--- config.mk ---
export PLATFORM = sky130hd
export DESIGN_NAME = adcsr_top
export DESIGN_NICKNAME = d
export VERILOG_FILES = /design/src/rtl/adcsr_pkg.sv /design/src/rtl/adcsr_top.sv /design/src/rtl/adcsr_ahb_slave.sv
export SDC_FILE = /design/constraint.sdc
export NUM_CORES = 1
export LEC_CHECK = 0
export BUFFER_PORTS_ARGS = -buffer_cell sky130_fd_sc_hd__buf_2
export CORE_MARGIN = 10
export CORE_UTILIZATION = 25
export CTS_CLUSTER_SIZE = 12
export DETAILED_ROUTE_END_ITERATION = 10
export PLACE_DENSITY_LB_ADDON = 0.25
export SLEW_MARGIN = 20
export SYNTH_ARGS = -nofsm -noshare
export SYNTH_HDL_FRONTEND = slang
export SYNTH_SLANG_ARGS = --single-unit
--- constraint.sdc ---
create_clock -name CLK -period 9.7 [get_ports CLK]
set_input_delay 1.455 -clock CLK [delete_from_list [all_inputs] [get_ports CLK]]
set_output_delay 1.455 -clock CLK [all_outputs]
set_load 0.1 [all_outputs]
--- src/rtl/adcsr_pkg.sv ---
// package: register map, field layout and carrier types of the converter register block
package adcsr_pkg;
  localparam int NCH = 8;
  localparam int DW = 10;
  localparam logic [7:0] OFS_CTRL = 8'h00;
  localparam logic [7:0] OFS_MODE = 8'h04;
  localparam logic [7:0] OFS_CH_ON = 8'h10;
  localparam logic [7:0] OFS_CH_OFF = 8'h14;
  localparam logic [7:0] OFS_CH_STATE = 8'h18;
  localparam logic [7:0] OFS_FLAGS = 8'h1c;
  localparam logic [7:0] OFS_LATEST = 8'h20;
  localparam logic [7:0] OFS_IRQ_SET = 8'h24;
  localparam logic [7:0] OFS_IRQ_CLR = 8'h28;
  localparam logic [7:0] OFS_IRQ_MASK = 8'h2c;
  localparam logic [7:0] OFS_RESULT0 = 8'h30;
  localparam logic [7:0] OFS_RESULT7 = 8'h4c;
  localparam logic [7:0] OFS_RX_CNT = 8'h50;
  localparam logic [7:0] OFS_RX_NCNT = 8'h54;
  localparam int POS_OVR = 8;
  localparam int POS_RESULT_AVAILABLE_FLAG = 16;
  localparam int POS_GOVR = 17;
  localparam int POS_RECEIVE_END_FLAG = 18;
  localparam int POS_RECEIVE_BUFFER_FULL_FLAG = 19;
  localparam int NFLAG = 20;
  localparam int POS_RESOLUTION_SELECT = 4;
  localparam logic [31:0] MODE_RST = 32'h0000_0000;
  localparam logic [15:0] CNT_RST = 16'h0000;

  typedef struct packed {
    logic done;
    logic [2:0] chan;
    logic [DW-1:0] value;
    logic overrun;
    logic gen_overrun;
  } adcsr_conv_t;

  typedef struct packed {
    logic sel;
    logic write;
    logic [7:0] addr;
  } adcsr_req_t;
endpackage

--- src/rtl/adcsr_top.sv ---
// converter channel, status and interrupt registers behind ahb-lite
// How it works
// - write one enables matching channel
// - write one disables matching channel
// - channel state shows enabled channels
// - done flag needs enabled and finished
// - channel overrun sets, clears on read
// - result flag sets, clears latest read
// - global overrun sets, clears on read
// - receive end once counter hit zero
// - buffer full while both counters zero
// - latest result holds last conversion
// - channel result loads only when enabled
// - irq set write sets mask bits
// - irq clear write clears mask bits
// - mask register reads enabled sources
// - resolution select ten or eight bits
//
// Implementation choices: register access over AHB-Lite and the address map.
`timescale 1ns/1ps
module adcsr_top
  import adcsr_pkg::*;
(
  input wire logic CLK,
  input wire logic RESETN,
  input wire logic HSEL,
  input wire logic [31:0] HADDR,
  input wire logic [1:0] HTRANS,
  input wire logic HWRITE,
  input wire logic [2:0] HSIZE,
  input wire logic HREADY,
  input wire logic [31:0] HWDATA,
  output logic [31:0] HRDATA,
  output logic HREADYOUT,
  output logic HRESP,
  input wire logic CONV_DONE,
  input wire logic [2:0] CONV_CHAN,
  input wire logic [9:0] CONV_VALUE,
  input wire logic CONV_OVERRUN,
  input wire logic CONV_GEN_OVERRUN,
  input wire logic RX_XFER,
  output logic [7:0] CHAN_ENABLE,
  output logic RESOLUTION_SELECT,
  output logic [15:0] RX_COUNT,
  output logic IRQ
);
  // ----------------------------------------
  // state
  // ----------------------------------------
  typedef struct packed {
    logic [31:0] mode;
    logic [NCH-1:0] chan_on;
    logic [NCH-1:0] done;
    logic [NCH-1:0] ovr;
    logic result_available_flag;
    logic govr;
    logic receive_end_flag;
    logic [NFLAG-1:0] mask;
    logic [DW-1:0] latest;
    logic [NCH-1:0][DW-1:0] result;
    logic [15:0] rcnt;
    logic [15:0] rncnt;
    logic [31:0] rdata;
    logic rd_wait;
  } adcsr_state_t;

  adcsr_state_t s_q;
  adcsr_state_t s_d;
  logic [1:0] rst_sync_q;
  logic rst_n;
  logic wr_stb;
  logic rd_stb;
  logic [7:0] addr;
  adcsr_conv_t conv;
  logic [NFLAG-1:0] flags;
  logic receive_buffer_full_flag;
  logic [31:0] rd_val;
  logic rd_first;

  // first data cycle of a read: hold the bus so read data is registered in time
  assign rd_first = rd_stb && !s_q.rd_wait;

  always_ff @(posedge CLK or negedge RESETN) begin
    if (!RESETN) begin
      rst_sync_q <= 2'b00;
    end else begin
      rst_sync_q <= {rst_sync_q[0], 1'b1};
    end
  end
  assign rst_n = rst_sync_q[1];

  adcsr_ahb_slave u_slave (
    .clk(CLK),
    .rst_n(rst_n),
    .hsel(HSEL),
    .haddr(HADDR),
    .htrans(HTRANS),
    .hwrite(HWRITE),
    .hready(HREADY),
    .wr_stb(wr_stb),
    .rd_stb(rd_stb),
    .addr(addr)
  );

  // cell inputs are same-clock logic, no synchroniser
  assign conv = '{done: CONV_DONE, chan: CONV_CHAN, value: CONV_VALUE,
                  overrun: CONV_OVERRUN, gen_overrun: CONV_GEN_OVERRUN};

  // ----------------------------------------
  // helpers
  // ----------------------------------------
  // 8-bit mode keeps the low eight bits, upper ones zero
  function automatic logic [DW-1:0] fit_res(input logic resolution_select, input logic [DW-1:0] v);
    fit_res = resolution_select ? {2'b00, v[7:0]} : v;
  endfunction

  function automatic logic is_result(input logic [7:0] a);
    is_result = (a >= OFS_RESULT0) && (a <= OFS_RESULT7);
  endfunction

  assign receive_buffer_full_flag = (s_q.rcnt == CNT_RST) && (s_q.rncnt == CNT_RST);
  assign flags = {receive_buffer_full_flag, s_q.receive_end_flag, s_q.govr, s_q.result_available_flag, s_q.ovr, s_q.done};

  // ----------------------------------------
  // read mux
  // ----------------------------------------
  always_comb begin
    rd_val = 32'h0000_0000;
    if (is_result(addr)) begin
      rd_val = {22'h000000, s_q.result[3'(addr[4:2] - 3'h4)]};
    end else begin
      unique case (addr)
        OFS_MODE: rd_val = s_q.mode;
        OFS_CH_STATE: rd_val = {24'h000000, s_q.chan_on};
        OFS_FLAGS: rd_val = {12'h000, flags};
        OFS_LATEST: rd_val = {22'h000000, s_q.latest};
        OFS_IRQ_MASK: rd_val = {12'h000, s_q.mask};
        OFS_RX_CNT: rd_val = {16'h0000, s_q.rcnt};
        OFS_RX_NCNT: rd_val = {16'h0000, s_q.rncnt};
        default: rd_val = 32'h0000_0000;
      endcase
    end
  end

  // ----------------------------------------
  // next state
  // ----------------------------------------
  always_comb begin
    s_d = s_q;
    s_d.rd_wait = rd_first;
    // side effects only once per read, even though rd_stb spans two cycles
    if (rd_first) begin
      s_d.rdata = rd_val;
    end
    // clears first, hardware sets below win in the same cycle
    if (rd_first && addr == OFS_FLAGS) begin
      s_d.ovr = '0;
      s_d.govr = 1'b0;
    end
    if (rd_first && addr == OFS_LATEST) begin
      s_d.result_available_flag = 1'b0;
    end
    if (wr_stb) begin
      unique case (addr)
        OFS_MODE: s_d.mode = HWDATA;
        OFS_CH_ON: s_d.chan_on = s_q.chan_on | HWDATA[NCH-1:0];
        OFS_CH_OFF: s_d.chan_on = s_q.chan_on & ~HWDATA[NCH-1:0];
        OFS_IRQ_SET: s_d.mask = s_q.mask | HWDATA[NFLAG-1:0];
        OFS_IRQ_CLR: s_d.mask = s_q.mask & ~HWDATA[NFLAG-1:0];
        OFS_RX_CNT: begin
          s_d.rcnt = HWDATA[15:0];
          s_d.receive_end_flag = 1'b0;
        end
        OFS_RX_NCNT: begin
          s_d.rncnt = HWDATA[15:0];
          s_d.receive_end_flag = 1'b0;
        end
        default: s_d.mode = s_d.mode;
      endcase
    end
    // done flag drops when its channel is turned off
    s_d.done = s_d.done & s_d.chan_on;
    // dma counter: current drains, next reloads it
    if (RX_XFER && s_q.rcnt != CNT_RST) begin
      s_d.rcnt = s_q.rcnt - 16'h0001;
      if (s_q.rcnt == 16'h0001) begin
        s_d.receive_end_flag = 1'b1;
        s_d.rcnt = s_q.rncnt;
        s_d.rncnt = CNT_RST;
      end
    end
    if (conv.done) begin
      s_d.latest = fit_res(s_q.mode[POS_RESOLUTION_SELECT], conv.value);
      s_d.result_available_flag = 1'b1;
      if (s_q.chan_on[conv.chan]) begin
        s_d.result[conv.chan] = fit_res(s_q.mode[POS_RESOLUTION_SELECT], conv.value);
        s_d.done[conv.chan] = 1'b1;
      end
    end
    if (conv.done && rd_first && addr == OFS_RESULT0 + {conv.chan, 2'b00}) begin
      s_d.done[conv.chan] = s_d.done[conv.chan];
    end else if (rd_first && is_result(addr)) begin
      s_d.done[3'(addr[4:2] - 3'h4)] = 1'b0;
    end
    if (conv.overrun) begin
      s_d.ovr[conv.chan] = 1'b1;
    end
    if (conv.gen_overrun) begin
      s_d.govr = 1'b1;
    end
  end

  always_ff @(posedge CLK or negedge rst_n) begin
    if (!rst_n) begin
      s_q <= '0;
      // counters reset to zero, so receive end reads set
      s_q.receive_end_flag <= 1'b1;
    end else begin
      s_q <= s_d;
    end
  end

  // ----------------------------------------
  // outputs
  // ----------------------------------------
  assign HRDATA = s_q.rdata;
  assign HREADYOUT = !rd_first;
  assign HRESP = 1'b0;
  assign CHAN_ENABLE = s_q.chan_on;
  assign RESOLUTION_SELECT = s_q.mode[POS_RESOLUTION_SELECT];
  assign RX_COUNT = s_q.rcnt;
  assign IRQ = |(flags & s_q.mask);

  // ----------------------------------------
  // checks
  // ----------------------------------------
  chan_on_a: assert property (@(posedge CLK) disable iff (!rst_n)
    wr_stb && addr == OFS_CH_ON |=> (s_q.chan_on & $past(HWDATA[7:0])) == $past(HWDATA[7:0]))
    else $error("channel enable write lost");
  chan_off_a: assert property (@(posedge CLK) disable iff (!rst_n)
    wr_stb && addr == OFS_CH_OFF |=> (s_q.chan_on & $past(HWDATA[7:0])) == 8'h00)
    else $error("channel disable write lost");
  done_needs_a: assert property (@(posedge CLK) disable iff (!rst_n)
    (s_q.done & ~s_q.chan_on) == 8'h00)
    else $error("done flag on disabled channel");
  ovr_clear_a: assert property (@(posedge CLK) disable iff (!rst_n)
    rd_first && addr == OFS_FLAGS && !conv.overrun |=> s_q.ovr == 8'h00)
    else $error("overrun not cleared by read");
  result_available_flag_set_a: assert property (@(posedge CLK) disable iff (!rst_n)
    conv.done |=> s_q.result_available_flag)
    else $error("data ready not set");
  govr_a: assert property (@(posedge CLK) disable iff (!rst_n)
    conv.gen_overrun |=> s_q.govr)
    else $error("global overrun not set");
  latest_a: assert property (@(posedge CLK) disable iff (!rst_n)
    !conv.done |=> $stable(s_q.latest))
    else $error("latest result changed without conversion");
  mask_set_a: assert property (@(posedge CLK) disable iff (!rst_n)
    wr_stb && addr == OFS_IRQ_SET |=> (s_q.mask & $past(HWDATA[19:0])) == $past(HWDATA[19:0]))
    else $error("mask set lost");
  mask_clr_a: assert property (@(posedge CLK) disable iff (!rst_n)
    wr_stb && addr == OFS_IRQ_CLR |=> (s_q.mask & $past(HWDATA[19:0])) == 20'h00000)
    else $error("mask clear lost");
  irq_a: assert property (@(posedge CLK) disable iff (!rst_n)
    s_q.result_available_flag && s_q.mask[POS_RESULT_AVAILABLE_FLAG] |-> IRQ)
    else $error("interrupt level wrong");
  irq_quiet_a: assert property (@(posedge CLK) disable iff (!rst_n)
    s_q.mask == 20'h00000 |-> !IRQ)
    else $error("interrupt with all sources masked");
  rd_wait_a: assert property (@(posedge CLK) disable iff (!rst_n)
    rd_stb && !s_q.rd_wait |-> !HREADYOUT)
    else $error("read wait state missing");
  receive_end_flag_clr_a: assert property (@(posedge CLK) disable iff (!rst_n)
    wr_stb && addr == OFS_RX_CNT && !RX_XFER |=> !s_q.receive_end_flag)
    else $error("receive end not cleared by counter write");
  receive_end_flag_set_a: assert property (@(posedge CLK) disable iff (!rst_n)
    RX_XFER && s_q.rcnt == 16'h0001 |=> s_q.receive_end_flag)
    else $error("receive end not set");
  result_hold_a: assert property (@(posedge CLK) disable iff (!rst_n)
    conv.done && !s_q.chan_on[conv.chan] |=> $stable(s_q.result))
    else $error("result loaded on disabled channel");
  result_available_flag_clr_a: assert property (@(posedge CLK) disable iff (!rst_n)
    rd_first && addr == OFS_LATEST && !conv.done |=> !s_q.result_available_flag)
    else $error("data ready not cleared by read");
  govr_clr_a: assert property (@(posedge CLK) disable iff (!rst_n)
    rd_first && addr == OFS_FLAGS && !conv.gen_overrun |=> !s_q.govr)
    else $error("global overrun not cleared by read");
  low_res_a: assert property (@(posedge CLK) disable iff (!rst_n)
    conv.done && s_q.mode[POS_RESOLUTION_SELECT] |=> s_q.latest[DW-1:DW-2] == 2'b00)
    else $error("eight-bit result has upper bits set");
  chan_state_a: assert property (@(posedge CLK) disable iff (!rst_n)
    rd_first && addr == OFS_CH_STATE |=> HRDATA == {24'h000000, $past(s_q.chan_on)})
    else $error("channel state read wrong");
endmodule

--- src/rtl/adcsr_ahb_slave.sv ---
// ahb-lite slave front end: captures the address phase and issues strobes
`timescale 1ns/1ps
module adcsr_ahb_slave
  import adcsr_pkg::*;
(
  input wire logic clk,
  input wire logic rst_n,
  input wire logic hsel,
  input wire logic [31:0] haddr,
  input wire logic [1:0] htrans,
  input wire logic hwrite,
  input wire logic hready,
  output logic wr_stb,
  output logic rd_stb,
  output logic [7:0] addr
);
  typedef struct packed {
    adcsr_req_t req;
  } adcsr_slv_t;

  adcsr_slv_t s_q;
  adcsr_slv_t s_d;

  always_comb begin
    s_d = s_q;
    if (hready) begin
      s_d.req.sel = hsel && htrans[1];
      s_d.req.write = hwrite;
      s_d.req.addr = {haddr[7:2], 2'b00};
    end
  end

  always_ff @(posedge clk or negedge rst_n) begin
    if (!rst_n) begin
      s_q <= '0;
    end else begin
      s_q <= s_d;
    end
  end

  // writes finish in one data cycle; the top adds one wait state to reads
  assign wr_stb = s_q.req.sel && s_q.req.write;
  assign rd_stb = s_q.req.sel && !s_q.req.write;
  assign addr = s_q.req.addr;
endmodule

==> impl_metrics.env <==
export IMPL_status="finished clean"
export IMPL_gp_congestion=0.824
export IMPL_start_kind="flop"
export IMPL_vias_per_cell=5.01
export IMPL_nNetsFinal=1220
export IMPL_p_leak_uw=0.00628
export IMPL_r2r_end="s_q[89]"
export IMPL_max_freq_mhz=210
export IMPL_power_density_nw_per_um2=230
export IMPL_ys_flop_type="dfrtp_1"
export IMPL_synth_area_um2=12100
export IMPL_worst_setup_path_type="reg2out"
export IMPL_coreArea_um2=47700
export IMPL_wl_per_cell_um=23.0
export IMPL_ys_ff_latch=244
export IMPL_die_h_um=240
export IMPL_root_buffer="clkbuf_16"
export IMPL_dr_pass1_iters=8
export IMPL_synth_area_top_cells="dfrtp_1, mux2_2, mux4_2"
export IMPL_portBuffers=119
export IMPL_drc=0
export IMPL_place_hpwl_um=28100
export IMPL_min_delay_start="rst_sync_q[0]"
export IMPL_top_usage_layer="met2"
export IMPL_drv_cap=0
export IMPL_instances_no_fill=1767
export IMPL_clock_latency_ns=0.57
export IMPL_numCtsBuffers=30
export IMPL_grtUsageMet2=0.228
export IMPL_crit_fanout=8
export IMPL_holdPathStages=0
export IMPL_place_inst=1710
export IMPL_cp_end_kind="primary output"
export IMPL_cts_hold_buffers_added=0
export IMPL_synth_fp_nets=1176
export IMPL_grt_use_met1=0.190
export IMPL_yosysWarningCount=0
export IMPL_worstPathArrival_ns=3.32
export IMPL_drv_slew=0
export IMPL_gr_usage_all_layers=0.140
export IMPL_grtUsageMet3=0.0237
export IMPL_cts_resized=0
export IMPL_area_growth_synth_to_final_pct=15.6
export IMPL_synthTopCellsByCount="dfrtp_1, mux2_2, nor2_1, nand2_1, a21oi_1"
export IMPL_peakVddDrop_mv=0.133
export IMPL_hold_end="rst_sync_q[1]"
export IMPL_rrSetupSlack_ns=5.94
export IMPL_skew_ns=0.0104
export IMPL_path_clk_slew_ns=0.06
export IMPL_die_w_um=240
export IMPL_grt_max_degree=77
export IMPL_rsz0062_at_grt="no"
export IMPL_min_period_ns=4.77
export IMPL_worstMarginPinSlew_ns=0.919
export IMPL_slew_headroom=0.379
export IMPL_r2r_start="u_slave.addr[5]"
export IMPL_num_vias=8858
export IMPL_drive_gt1_frac=0.291
export IMPL_grt_pass1_vias=8901
export IMPL_postCtsSetupRepairBufs=0
export IMPL_synth_top_cell_by_area="dfrtp_1"
export IMPL_syn_avg_cell_area_um2=11.2
export IMPL_hp_class="reg2reg"
export IMPL_fin_util=0.292
export IMPL_final_setup_tns_ns=0
export IMPL_final_hold_viol_count=0
export IMPL_required_ns=8.25
export IMPL_cts_tree="done"
export IMPL_io_pin_count=151
export IMPL_syn_instance_count=1083
export IMPL_synth_most_common_cell="dfrtp_1"
export IMPL_drtAntennaViolNets=0
export IMPL_async_flop_share=1.00
export IMPL_synth_cell_types=61
export IMPL_r2r_cells=7
export IMPL_cts_sinks=244
export IMPL_grt_pass1_wl_um=61200
export IMPL_drt_iter0_drc=745
export IMPL_fin_crit_sh=0.492
export IMPL_netlist_area_leader_share=0.503
export IMPL_antenna_found_initial=2
export IMPL_ys_seq_area_frac=0.506
export IMPL_setup_viol=0
export IMPL_initial_core_util=0.253
export IMPL_htree_levels=1
export IMPL_grt_ovfl_total=0
export IMPL_die_area_um2=57500
export IMPL_synth_edf_count=0
export IMPL_cts_buffer_depth=3
export IMPL_totalWireLength_um=40700
export IMPL_rows=80
how the worst max path moves through the flow:
stage / from / to / slack (ns) / cells past startpoint
3_3_place_gp: CONV_CHAN[1] / s_q[87] / 5.23 / 8
3_5_place_dp: CONV_CHAN[0] / s_q[89] / 5.26 / 8
2_1_floorplan: rst_sync_q[1] / CHAN_ENABLE[0] / 2.40 / 0
6_report: RX_COUNT[4] / IRQ / 4.93 / 6
5_1_grt: RX_COUNT[4] / IRQ / 4.69 / 6
4_1_cts: RX_COUNT[4] / IRQ / 4.87 / 6
cell type report:
type / instances / area (um2)
antenna: 1 / 2.50
clock buffer: 47 / 906
clock inverter: 9 / 150
fill: 4933 / 33800
inverter: 21 / 78.8
multi-input combinational: 691 / 5200
sequential: 244 / 6110
tap: 615 / 769
timing repair buffer: 139 / 749
report_power, final:
group          internal, uW  switching, uW
Clock                   743            457
Sequential             1170            162
Combinational           231            444
through the flow:
step           hold WS, ns  total power (uW)  setup slack (ns)  area (um2)
2_1_floorplan        0.331              1860              2.40       12100
3_3_place_gp         0.338              2020              5.23       12900
3_5_place_dp         0.341              2030              5.26       12900
4_1_cts              0.355              3250              4.87       14000
5_1_grt              0.357              3360              4.69       14000
6_report             0.353              3210              4.93       14000
worst max-delay path, cell delays in order (launching register included):
cell and delay, ns:
dfrtp_1 0.51, nor4_1 0.71, nand4_1 0.33, nand2b_1 0.27, nor2_1 0.24, a211o_1 0.23
buf_2 0.45
kinds of logic after synthesis:
logic type,after synthesis,share of synthesized area
and+or+nand+nor,277,0.108
other,2,0.000622
xor gates and xnor gates,14,0.0102
DFF,244,0.506
muxes,173,0.181
AOI/OAI and AO/OA,223,0.126
adders and majority gates,2,0.00207
buffers and inverters,148,0.0664
flip-flops by register name (all words and copies together) (netlist names), named ones only:
| signal | flops |
|---|---|
| RX_COUNT | 16 |
| u_slave.s_q | 2 |
| RESOLUTION_SELECT | 1 |
| s_q | 138 |
| CHAN_ENABLE | 8 |
| flags | 19 |
| u_slave.addr | 6 |
| HRDATA | 32 |
| rst_sync_q | 2 |
layer usage:
layer  share of wire  up-vias
met5         0.00025        -
met4           0.020        2
met3           0.053       48
met2            0.47      243
met1            0.46     4584
li1                -     3981
layout by cell type, fill, tap and decap left out, types with 5 or more instances in the layout:
cell type and count:
a21oi_1 71, a221o_1 10, a222oi_1 16, a22o_1 19, a22oi_1 39, a31oi_1 24, and3_1 5, buf_2 119
buf_4 19, clkbuf_1 9, clkbuf_16 31, clkbuf_8 7, dfrtp_1 241, inv_1 21, mux2_2 96, mux2_4 18
mux2i_1 39, mux4_2 20, nand2_1 81, nand2b_1 8, nand3_1 32, nand4_1 5, nor2_1 92, nor2b_1 7
nor3_1 8, nor4_1 14, o21ai_0 20, xnor2_1 12
Power figures use the tool's default switching activity.
